## config.mk

```make
export PLATFORM = sky130hd
export DESIGN_NAME = pcs_status_top
export DESIGN_NICKNAME = d
export VERILOG_FILES = /design/src/hw/pcs_prbs_mon.v /design/src/hw/pcs_status_top.v
export VERILOG_INCLUDE_DIRS = /design/src /design/src/hw
export SDC_FILE = /design/constraint.sdc
export NUM_CORES = 1
export LEC_CHECK = 0
export BUFFER_PORTS_ARGS = -buffer_cell sky130_fd_sc_hd__buf_2
export CORE_MARGIN = 2
export CORE_UTILIZATION = 45
export DETAILED_ROUTE_END_ITERATION = 8
export GPL_TIMING_DRIVEN = 1
export PLACE_DENSITY = 0.64
export SLEW_MARGIN = 20
export SYNTH_ARGS = -nofsm -noshare
export SYNTH_HDL_FRONTEND = slang
export SYNTH_SLANG_ARGS = --single-unit
```

## constraint.sdc

```tcl
create_clock -name clk_i -period 6.6 [get_ports clk_i]
set_input_delay 0.99 -clock clk_i [delete_from_list [all_inputs] [get_ports clk_i]]
set_output_delay 0.99 -clock clk_i [all_outputs]
set_load 0.005 [all_outputs]
```

## src/hw/pcs_consts.vh

```
/*
 * constants of the pattern and clock status block: register indices,
 * field positions, reset values, pattern codes and timing figures.
 * assumes it is included by bare name inside the pcs design files.
 */
`ifndef PCS_CONSTS_VH
`define PCS_CONSTS_VH

// register indices, byte address is four times the index
`define PCS_IDX_DEV_MODE 8'hE7
`define PCS_IDX_CLK_STAT 8'hFE
`define PCS_IDX_PAT_STAT 8'hE1
`define PCS_IDX_CTRL 8'hE2
`define PCS_IDX_IRQ_STAT 8'hE3
`define PCS_IDX_IRQ_MASK 8'hE4
`define PCS_IDX_BEC_LO 8'hE5
`define PCS_IDX_BEC_HI 8'hE6

// status bit positions
`define PCS_BIT_COMPAT 0
`define PCS_BIT_REF_LOST 4
`define PCS_BIT_MST_LOST 3

// control register fields
`define PCS_CTRL_LEGACY_DIS 0
`define PCS_CTRL_IRQ_EN 1
`define PCS_CTRL_ALARM_SIM 2
`define PCS_CTRL_POLY_LO 3
`define PCS_CTRL_POLY_HI 4
`define PCS_CTRL_W 5
`define PCS_CTRL_RST 5'h00

// interrupt status and mask fields
`define PCS_IRQ_PAT_CHG 0
`define PCS_IRQ_REF_LOST 1
`define PCS_IRQ_MST_LOST 2
`define PCS_IRQ_W 3
`define PCS_IRQ_RST 3'h0

// pattern class codes
`define PCS_CODE_NONE 3'h0
`define PCS_CODE_PRBS 3'h2
`define PCS_CODE_INV 3'h3
`define PCS_CODE_ZERO 3'h6
`define PCS_CODE_ONES 3'h7

// polynomial select, order, second tap, equal-bit run length
`define PCS_POLY_11 2'h0
`define PCS_POLY_15 2'h1
`define PCS_POLY_20 2'h2
`define PCS_POLY_23 2'h3
`define PCS_ORD_11 11
`define PCS_ORD_15 15
`define PCS_ORD_20 20
`define PCS_ORD_23 23
`define PCS_TAP_11 9
`define PCS_TAP_15 14
`define PCS_TAP_20 17
`define PCS_TAP_23 18
`define PCS_RUN_11 5'd12
`define PCS_RUN_15 5'd16
`define PCS_RUN_20 5'd21
`define PCS_RUN_23 5'd24

// clock loss timing
`define PCS_CLK_MHZ 40
`define PCS_LOSS_TIME_NS 2000

`endif

```

## src/hw/pcs_prbs_mon.v

```verilog
/*
 * serial test pattern monitor: classifies the received bit stream and
 * pulses an error flag for every bit that breaks a locked pattern.
 * assumes bits arrive with a one-cycle enable on the block clock.
 */
`default_nettype none
`include "pcs_consts.vh"

module pcs_prbs_mon #(
    parameter SYNC_RUN = 48,
    parameter LOSS_RUN = 8
) (
    // clock and reset
    input wire clk_i,
    input wire rst_i,
    // received bit stream
    input wire bit_i,
    input wire bit_en_i,
    input wire [1:0] poly_sel_i,
    // classification
    output reg [2:0] code_o,
    output reg err_o
);
    localparam [4:0] ST_NONE = 5'h01;
    localparam [4:0] ST_PRBS = 5'h02;
    localparam [4:0] ST_INV = 5'h04;
    localparam [4:0] ST_ZERO = 5'h08;
    localparam [4:0] ST_ONES = 5'h10;
    localparam [5:0] SYNC_N = SYNC_RUN[5:0];
    localparam [5:0] LOSS_N = LOSS_RUN[5:0];

    reg [22:0] hist_q;
    reg [4:0] same_q;
    reg [5:0] mat_q;
    reg [5:0] mis_q;
    reg [4:0] state_q;
    reg [4:0] state_d;
    reg [4:0] same_d;
    reg [5:0] mat_d;
    reg [5:0] mis_d;
    reg [4:0] run_len;
    reg pred;

    // self-synchronising prediction from the bit history
    always @* begin
        case (poly_sel_i)
            `PCS_POLY_11: begin
                pred = hist_q[`PCS_ORD_11-1] ^ hist_q[`PCS_TAP_11-1];
                run_len = `PCS_RUN_11;
            end
            `PCS_POLY_15: begin
                pred = hist_q[`PCS_ORD_15-1] ^ hist_q[`PCS_TAP_15-1];
                run_len = `PCS_RUN_15;
            end
            `PCS_POLY_20: begin
                pred = hist_q[`PCS_ORD_20-1] ^ hist_q[`PCS_TAP_20-1];
                run_len = `PCS_RUN_20;
            end
            default: begin
                pred = hist_q[`PCS_ORD_23-1] ^ hist_q[`PCS_TAP_23-1];
                run_len = `PCS_RUN_23;
            end
        endcase
    end

    // run counters saturate so a long stream never wraps into a false class
    always @* begin
        same_d = (bit_i == hist_q[0]) ? ((&same_q) ? same_q : same_q + 5'd1) : 5'd1;
        mat_d = (bit_i == pred) ? ((&mat_q) ? mat_q : mat_q + 6'd1) : 6'd0;
        mis_d = (bit_i != pred) ? ((&mis_q) ? mis_q : mis_q + 6'd1) : 6'd0;
    end

    // class selection, equal-bit runs take priority over the pattern
    always @* begin
        state_d = state_q;
        if (same_d >= run_len) begin
            state_d = bit_i ? ST_ONES : ST_ZERO;
        end else begin
            case (state_q)
                ST_PRBS: begin
                    if (mis_d >= LOSS_N) state_d = ST_NONE;
                end
                ST_INV: begin
                    if (mat_d >= LOSS_N) state_d = ST_NONE;
                end
                default: begin
                    if (mat_d >= SYNC_N) state_d = ST_PRBS;
                    else if (mis_d >= SYNC_N) state_d = ST_INV;
                    else state_d = ST_NONE;
                end
            endcase
        end
    end

    // class code of a state
    function [2:0] code_of;
        input [4:0] st;
        begin
            case (st)
                ST_PRBS: code_of = `PCS_CODE_PRBS;
                ST_INV: code_of = `PCS_CODE_INV;
                ST_ZERO: code_of = `PCS_CODE_ZERO;
                ST_ONES: code_of = `PCS_CODE_ONES;
                default: code_of = `PCS_CODE_NONE;
            endcase
        end
    endfunction

    // the error flag clears every cycle, the other registers advance only on a valid bit
    always @(posedge clk_i) begin
        if (rst_i) begin
            hist_q <= 23'h000000;
            same_q <= 5'h00;
            mat_q <= 6'h00;
            mis_q <= 6'h00;
            state_q <= ST_NONE;
            code_o <= `PCS_CODE_NONE;
            err_o <= 1'b0;
        end else begin
            err_o <= 1'b0;
            if (bit_en_i) begin
                hist_q <= {hist_q[21:0], bit_i};
                same_q <= same_d;
                mat_q <= mat_d;
                mis_q <= mis_d;
                state_q <= state_d;
                code_o <= code_of(state_d);
                // every wrong bit of a locked pattern is one error
                err_o <= ((state_q == ST_PRBS) && (bit_i != pred)) ||
                         ((state_q == ST_INV) && (bit_i == pred));
            end
        end
    end
endmodule // pcs_prbs_mon

`default_nettype wire

```

## src/hw/pcs_status_top.v

```verilog
/*
 * pattern and clock status block: test pattern classification, bit
 * error counter, compatibility flag, clock loss flags, interrupt logic
 * and a classic wishbone slave with 32-bit data.
 * assumes clock pins are asynchronous and the bit stream is on clk_i.
 */
// Added by the designer: the Wishbone slave port.
`default_nettype none
`include "pcs_consts.vh"

// What this block does
// pattern class reported as documented 3-bit code
// code change sets irq status when enabled
// alarm simulation forces code to no pattern
// all-zero/ones need 12/16/21/24 equal bits
// every pattern bit error increments error counter; the counter saturates at all ones and then holds
// compat flag bit0 is inverse of legacy disable
// bits 4/3 show ref/master clock lost
// reading interrupt status clears all its bits
// clock and pattern status reads have no side effects
module pcs_status_top #(
    parameter SYNC_RUN = 48,
    parameter LOSS_RUN = 8,
    parameter BEC_W = 16
) (
    // clock and reset
    input wire clk_i,
    input wire rst_i,
    // wishbone slave
    input wire cyc_i,
    input wire stb_i,
    input wire we_i,
    input wire [9:0] adr_i,
    input wire [3:0] sel_i,
    input wire [31:0] dat_i,
    output reg [31:0] dat_o,
    output reg ack_o,
    // clock pins under supervision
    input wire transmit_ref_clock_i,
    input wire transmit_master_clock_i,
    // received test bit stream
    input wire rx_bit_i,
    input wire rx_bit_en_i,
    // interrupt
    output reg irq_o
);
    // loss after this many cycles with no edge, a longest time rounds down
    localparam LOSS_CYC_I = (`PCS_LOSS_TIME_NS * `PCS_CLK_MHZ) / 1000;
    localparam LOSS_CYC = (LOSS_CYC_I < 1) ? 1 : LOSS_CYC_I;
    localparam [7:0] LOSS_N = LOSS_CYC[7:0];

    // control and status state
    reg [`PCS_CTRL_W-1:0] ctrl_q;
    reg [`PCS_IRQ_W-1:0] irq_stat_q;
    reg [`PCS_IRQ_W-1:0] irq_mask_q;
    reg [2:0] pat_code_q;
    reg [BEC_W-1:0] bec_q;
    reg [7:0] bec_hi_snap_q;

    // clock pin supervision
    reg [1:0] sync1_q;
    reg [1:0] sync2_q;
    reg [1:0] sync3_q;
    wire [1:0] lost_w;
    reg [1:0] lost_prev_q;
    wire [1:0] pin_w;

    // monitor results
    wire [2:0] mon_code;
    wire mon_err;

    // bus decode
    wire req;
    wire wr;
    wire rd;
    wire [7:0] idx;
    wire byte0;
    reg [7:0] rd_data;

    // interrupt events and clears
    reg [`PCS_IRQ_W-1:0] irq_set;
    reg [`PCS_IRQ_W-1:0] irq_clr;
    wire [2:0] pat_code_d;

    assign pin_w = {transmit_master_clock_i, transmit_ref_clock_i};

    // a request is taken in the cycle before ack rises
    assign req = cyc_i & stb_i & ~ack_o;
    assign idx = adr_i[9:2];
    assign byte0 = sel_i[0];
    assign wr = req & we_i & byte0;
    assign rd = req & ~we_i;

    // the pattern monitor itself
    pcs_prbs_mon #(
        .SYNC_RUN(SYNC_RUN),
        .LOSS_RUN(LOSS_RUN)
    ) u_mon (
        .clk_i(clk_i),
        .rst_i(rst_i),
        .bit_i(rx_bit_i),
        .bit_en_i(rx_bit_en_i),
        .poly_sel_i(ctrl_q[`PCS_CTRL_POLY_HI:`PCS_CTRL_POLY_LO]),
        .code_o(mon_code),
        .err_o(mon_err)
    );

    // alarm simulation hides any detected pattern
    assign pat_code_d = ctrl_q[`PCS_CTRL_ALARM_SIM] ? `PCS_CODE_NONE : mon_code;

    // code register follows the monitor every cycle, never touched by reads
    always @(posedge clk_i) begin
        if (rst_i) begin
            pat_code_q <= `PCS_CODE_NONE;
        end else begin
            pat_code_q <= pat_code_d;
        end
    end

    // three-stage pin synchroniser, stage one feeds only stage two
    always @(posedge clk_i) begin
        if (rst_i) begin
            sync1_q <= 2'h0;
            sync2_q <= 2'h0;
            sync3_q <= 2'h0;
        end else begin
            sync1_q <= pin_w;
            sync2_q <= sync1_q;
            sync3_q <= sync2_q;
        end
    end

    // one loss detector per supervised clock
    genvar gi;
    generate
        for (gi = 0; gi < 2; gi = gi + 1) begin : g_loss
            reg [7:0] idle_q;
            reg filt_q;
            reg filt_prev_q;
            reg lost_q;
            // a level is accepted once stages two and three agree
            always @(posedge clk_i) begin
                if (rst_i) begin
                    filt_q <= 1'b0;
                    filt_prev_q <= 1'b0;
                end else begin
                    if (sync2_q[gi] == sync3_q[gi]) filt_q <= sync3_q[gi];
                    filt_prev_q <= filt_q;
                end
            end
            // per-detector flag, one driver per bit of the vector
            assign lost_w[gi] = lost_q;
            // idle counter restarts on every accepted edge
            always @(posedge clk_i) begin
                if (rst_i) begin
                    idle_q <= 8'h00;
                    lost_q <= 1'b1;
                end else if (filt_q != filt_prev_q) begin
                    idle_q <= 8'h00;
                    lost_q <= 1'b0;
                end else if (idle_q >= LOSS_N - 8'h01) begin
                    lost_q <= 1'b1;
                end else begin
                    idle_q <= idle_q + 8'h01;
                end
            end
        end
    endgenerate

    // previous loss flags, for interrupt edges
    always @(posedge clk_i) begin
        if (rst_i) begin
            lost_prev_q <= 2'h3;
        end else begin
            lost_prev_q <= lost_w;
        end
    end

    // interrupt events and software clears
    always @* begin
        irq_set = {`PCS_IRQ_W{1'b0}};
        irq_set[`PCS_IRQ_PAT_CHG] = (pat_code_d != pat_code_q) &
                                    ctrl_q[`PCS_CTRL_IRQ_EN];
        irq_set[`PCS_IRQ_REF_LOST] = lost_w[0] & ~lost_prev_q[0];
        irq_set[`PCS_IRQ_MST_LOST] = lost_w[1] & ~lost_prev_q[1];
        irq_clr = {`PCS_IRQ_W{1'b0}};
        if (rd && idx == `PCS_IDX_IRQ_STAT) begin
            irq_clr = {`PCS_IRQ_W{1'b1}};
        end else if (wr && idx == `PCS_IDX_IRQ_STAT) begin
            irq_clr = dat_i[`PCS_IRQ_W-1:0];
        end
    end

    // sticky status, an event in the clearing cycle survives
    always @(posedge clk_i) begin
        if (rst_i) begin
            irq_stat_q <= `PCS_IRQ_RST;
        end else begin
            irq_stat_q <= (irq_stat_q & ~irq_clr) | irq_set;
        end
    end

    // level interrupt, registered so the output leaves a flip-flop
    always @(posedge clk_i) begin
        if (rst_i) begin
            irq_o <= 1'b0;
        end else begin
            irq_o <= |(((irq_stat_q & ~irq_clr) | irq_set) & irq_mask_q);
        end
    end

    // control and mask registers
    always @(posedge clk_i) begin
        if (rst_i) begin
            ctrl_q <= `PCS_CTRL_RST;
            irq_mask_q <= `PCS_IRQ_RST;
        end else if (wr) begin
            case (idx)
                `PCS_IDX_CTRL: ctrl_q <= dat_i[`PCS_CTRL_W-1:0];
                `PCS_IDX_IRQ_MASK: irq_mask_q <= dat_i[`PCS_IRQ_W-1:0];
                default: ;
            endcase
        end
    end

    // saturating error counter, a write to the low byte clears it;
    // an error in the clearing cycle is kept as the first count
    always @(posedge clk_i) begin
        if (rst_i) begin
            bec_q <= {BEC_W{1'b0}};
        end else if (wr && idx == `PCS_IDX_BEC_LO) begin
            bec_q <= {{(BEC_W-1){1'b0}}, mon_err};
        end else if (mon_err && !(&bec_q)) begin
            bec_q <= bec_q + {{(BEC_W-1){1'b0}}, 1'b1};
        end
    end

    // reading the low byte freezes the high byte for a coherent pair
    always @(posedge clk_i) begin
        if (rst_i) begin
            bec_hi_snap_q <= 8'h00;
        end else if (rd && idx == `PCS_IDX_BEC_LO) begin
            bec_hi_snap_q <= bec_q[15:8];
        end
    end

    // read multiplexer, unmapped indices read as zero
    always @* begin
        rd_data = 8'h00;
        case (idx)
            `PCS_IDX_DEV_MODE: begin
                rd_data[`PCS_BIT_COMPAT] = ~ctrl_q[`PCS_CTRL_LEGACY_DIS];
            end
            `PCS_IDX_CLK_STAT: begin
                rd_data[`PCS_BIT_REF_LOST] = lost_w[0];
                rd_data[`PCS_BIT_MST_LOST] = lost_w[1];
            end
            `PCS_IDX_PAT_STAT: rd_data[2:0] = pat_code_q;
            `PCS_IDX_CTRL: rd_data[`PCS_CTRL_W-1:0] = ctrl_q;
            `PCS_IDX_IRQ_STAT: rd_data[`PCS_IRQ_W-1:0] = irq_stat_q;
            `PCS_IDX_IRQ_MASK: rd_data[`PCS_IRQ_W-1:0] = irq_mask_q;
            `PCS_IDX_BEC_LO: rd_data = bec_q[7:0];
            `PCS_IDX_BEC_HI: rd_data = bec_hi_snap_q;
            default: rd_data = 8'h00;
        endcase
    end

    // single-cycle answer: ack one cycle after the strobe, then drops
    always @(posedge clk_i) begin
        if (rst_i) begin
            ack_o <= 1'b0;
            dat_o <= 32'h00000000;
        end else begin
            ack_o <= req;
            if (rd) begin
                dat_o <= {24'h000000, rd_data};
            end else if (req) begin
                dat_o <= 32'h00000000;
            end
        end
    end
endmodule // pcs_status_top

`default_nettype wire

```

==> results_dict.tcl <==
set metrics [dict create \
    power_density_mw_per_mm2 258 \
    postCtsSetupBuffers 0 \
    crit_family "compound AO/OA/AOI/OAI gates" \
    power_switching_share_pct 21.8 \
    n_antenna_cell 0 \
    totalNegativeSetupSlack_ns 0 \
    crit_path_max_incr_delay_ns 0.41 \
    critical_path.n_buffers_inverters 2 \
    async_flop_share_pct 0 \
    port_buffers 32 \
    synth_edf_count 0 \
    netlist.top_cell.by_area "sky130_fd_sc_hd__dfxtp_1" \
    crit_path_max_fanout 8 \
    p_clk_share_pct 49.6 \
    drv_slew 0 \
    largest_net_degree_at_the_start_of_global_routing 89 \
    layout_worst_path_cycle_share_pct 45.5 \
    max-vdd-ir-drop_mv 0.234 \
    first_iter_violations 247 \
    worst_skew_pair.late_latency_ns 0.41 \
    path_clk_slew_ns 0.05 \
    die_y_um 119 \
    power_internal_mw 1.34 \
    yosys.cell_types.count 58 \
    routed_via_density 5.28 \
    gp_congestion 0.865 \
    synth_cells 674 \
    hpwlAfterDp_um 8180 \
    routed_wirelength_um 11700 \
    area_growth_pct 11.7 \
    crit_required_ns 6.90 \
    power.total_mw 1.72 \
    cp_slowest_cell "sky130_fd_sc_hd__xor2_1" \
    drv.max_cap_violation_count 0 \
    synth-seq-cells 127 \
    die-width_um 119 \
    die_area_mm2 0.0142 \
    comb_power_share_pct 4.6 \
    floorplan.io_pins 89 \
    cts_tree "built" \
    worstPathCellList "buf_2 -> xor2_1 -> nor2_1 -> ha_1 -> nand2b_1 -> a211oi_1 -> o221ai_1 -> nor2_1 -> inv_1 -> o31a_1" \
    post-synth-top-area-fraction_pct 42.7 \
    slew_headroom_pct 39.6 \
    placement_rows 42 \
    cp_data_arrival_time_ns 3.30 \
    cellLeakagePower_nw 2.60 \
    grtUsageTotal_pct 17.5 \
    crit_path_start_kind "input pin" \
    sort_of_element_at_the_end_of_the_critical_path "flip-flop" \
    netlist_area_mm2 0.00596 \
    layout-drive-gt1-share_pct 10.1 \
    layout_min_cycle_time_ns 3.00 \
    rsz0062_at_grt "false" \
    first_global_vias 4302 \
    cts_made_buffers 17 \
    worst_slew_pin_slew_ns 0.905 \
    max_clock_freq_ghz 0.333 \
    initial_core_utilization_pct 45.5 \
    min-delay-path-class "reg -> reg" \
    synth.yosys.warnings 0 \
    route.detailed.drc 0 \
    htree_num_levels 4 \
    status "finished clean" \
    antenna_violations_before_repair 1 \
    seqPwrFrac_pct 45.8 \
    netlist_top_cells_area "sky130_fd_sc_hd__dfxtp_1 (43%), sky130_fd_sc_hd__mux2i_1 (7.1%), sky130_fd_sc_hd__nor2_1 (6.4%), sky130_fd_sc_hd__buf_4 (3.4%), sky130_fd_sc_hd__a21oi_1 (3.3%)" \
    cpMostUsedCell "sky130_fd_sc_hd__nor2_1" \
    numClockSinks 127 \
    vias 4637 \
    p_switching_mw 0.375 \
    cts_hold_buffers 0 \
    cts_resized 0 \
    grt_pass1_wl_um 20100 \
    timing.final.hold_violations 0 \
    synth_area_per_cell_um2 8.84 \
    clock_skew_ns 0.00775 \
    root_buffer "sky130_fd_sc_hd__clkbuf_16" \
    fin_nets 764 \
    max-clock-path-buffers 2 \
    final-setup-viol-count 0 \
    synth_flop_cell "sky130_fd_sc_hd__dfxtp_1" \
    grt_remaining_overflow 0 \
    floorplan.core_area_mm2 0.0131 \
    ys_seq_area_share_pct 42.7 \
    postRouteAntennaNets 0 \
    drt_pass1_iterations 4 \
    avgRoutedWirePerCell_um 13.3 \
    crit_type "in -> reg" \
]
## worst reg2reg max path, stage by stage, from the launching register on
cell and delay (ns):
sky130_fd_sc_hd__dfxtp_1 0.40, sky130_fd_sc_hd__ha_1 0.24, sky130_fd_sc_hd__nand4_1 0.26, sky130_fd_sc_hd__xor2_1 0.22, sky130_fd_sc_hd__nor2_1 0.15, sky130_fd_sc_hd__ha_1 0.25
sky130_fd_sc_hd__nand2b_1 0.14, sky130_fd_sc_hd__a211oi_1 0.23, sky130_fd_sc_hd__o221ai_1 0.30, sky130_fd_sc_hd__nor2_1 0.22, sky130_fd_sc_hd__inv_1 0.08, sky130_fd_sc_hd__o31a_1 0.28
## worst paths after layout
check                               start                      endpoint  slack, ns  cells past startpoint
min reg2reg         sync1_q[0]$_SDFF_PP0_         sync2_q[0]$_SDFF_PP0_       0.43                      1
min                 sync1_q[0]$_SDFF_PP0_         sync2_q[0]$_SDFF_PP0_       0.43                      1
max reg2reg  u_mon.same_q[0]$_SDFFE_PP0P_  u_mon.code_o[1]$_SDFFE_PP0P_       3.72                     11
max                              rx_bit_i  u_mon.code_o[1]$_SDFFE_PP0P_       3.60                     10
## area by class of cell
class / count / area [µm²]
inverter: 15 / 56.3
clock inverter: 6 / 62.6
sequential: 127 / 2540
tap: 176 / 220
clock buffer: 22 / 474
multi-input combinational: 499 / 3120
fill: 1269 / 6430
timing repair buffer: 34 / 175
## sequential cells by signal (all words and copies together), names as in the netlist, 3 cells and up
name           count
bec_hi_snap_q      8
bec_q             16
ctrl_q             5
dat_o              8
g_loss.idle_q     16
irq_mask_q         3
irq_stat_q         3
pat_code_q         3
u_mon.code_o       3
u_mon.hist_q      23
u_mon.mat_q        6
u_mon.mis_q        6
u_mon.same_q       5
u_mon.state_q      5
## per-stage QoR
step | std cells | worst slack, ns | hold WS [ns] | instance area (µm²) | util (%)
final | 879 | 3.60 | 0.435 | 6650 | 50.8
after global routing | 879 | 3.41 | 0.470 | 6650 | 50.8
after CTS | 879 | 3.64 | 0.435 | 6650 | 50.8
after detailed placement | 851 | 3.21 | 0.422 | 6120 | 46.7
after global placement | 851 | 3.21 | 0.417 | 6120 | 46.7
after floorplan | 697 | 3.58 | 0.414 | 6040 | -
## cell usage in the layout, fill, tap and decap left out, types with 13 or more instances in the layout
cell,n
sky130_fd_sc_hd__a21oi_1,39
sky130_fd_sc_hd__buf_2,32
sky130_fd_sc_hd__clkbuf_16,17
sky130_fd_sc_hd__conb_1,24
sky130_fd_sc_hd__dfxtp_1,127
sky130_fd_sc_hd__ha_1,15
sky130_fd_sc_hd__inv_1,15
sky130_fd_sc_hd__mux2i_1,42
sky130_fd_sc_hd__nand2_1,44
sky130_fd_sc_hd__nand3_1,25
sky130_fd_sc_hd__nand4_1,13
sky130_fd_sc_hd__nor2_1,101
sky130_fd_sc_hd__nor2b_1,14
sky130_fd_sc_hd__o21ai_0,21
sky130_fd_sc_hd__xnor2_1,17
sky130_fd_sc_hd__xor2_1,18
## synth_stat cells, types with 13 or more instances
| cell type | n |
|---|---|
| sky130_fd_sc_hd__clkbuf_1 | 21 |
| sky130_fd_sc_hd__dfxtp_1 | 127 |
| sky130_fd_sc_hd__mux2i_1 | 42 |
| sky130_fd_sc_hd__ha_1 | 15 |
| sky130_fd_sc_hd__inv_1 | 15 |
| sky130_fd_sc_hd__xnor2_1 | 17 |
| sky130_fd_sc_hd__nor2b_1 | 14 |
| sky130_fd_sc_hd__xor2_1 | 18 |
| sky130_fd_sc_hd__nand2_1 | 44 |
| sky130_fd_sc_hd__o21ai_0 | 21 |
| sky130_fd_sc_hd__a21oi_1 | 39 |
| sky130_fd_sc_hd__nand3_1 | 25 |
| sky130_fd_sc_hd__nand4_1 | 13 |
| sky130_fd_sc_hd__buf_4 | 27 |
| sky130_fd_sc_hd__nor2_1 | 101 |
## cells by family (layout without fill, tap and decap cells)
logic type      count (synthesis)  after routing  share of synthesized area (%)
mux                            47             47                           8.24
other cells                     1             24                         0.0630
compound gates                125            125                           13.6
xor+xnor                       37             37                           5.69
buf+inv                        71             77                           6.34
simple gates                  251            251                           20.3
flops                         127            127                           42.7
fa+ha+maj                      15             15                           3.15
## routing by layer
metal | global-route usage [%] | wire (µm) | up-vias
li1 | - | - | 2366
met1 | 22.0 | 5600 | 2170
met2 | 27.7 | 5410 | 89
met3 | 5.94 | 543 | 12
met4 | 6.47 | 142 | 0
met5 | 0 | 0 | -
## power groups by stage
stage / Clock, mW / Sequential [mW] / Combinational [mW]
floorplan: 0 / 0.801 / 0.0718
global placement: 0 / 0.802 / 0.0769
detailed placement: 0 / 0.803 / 0.0792
CTS: 0.868 / 0.787 / 0.0796
global route: 0.907 / 0.788 / 0.0899
finish: 0.852 / 0.787 / 0.0791
No activity file was read; power rests on OpenSTA's default activity.
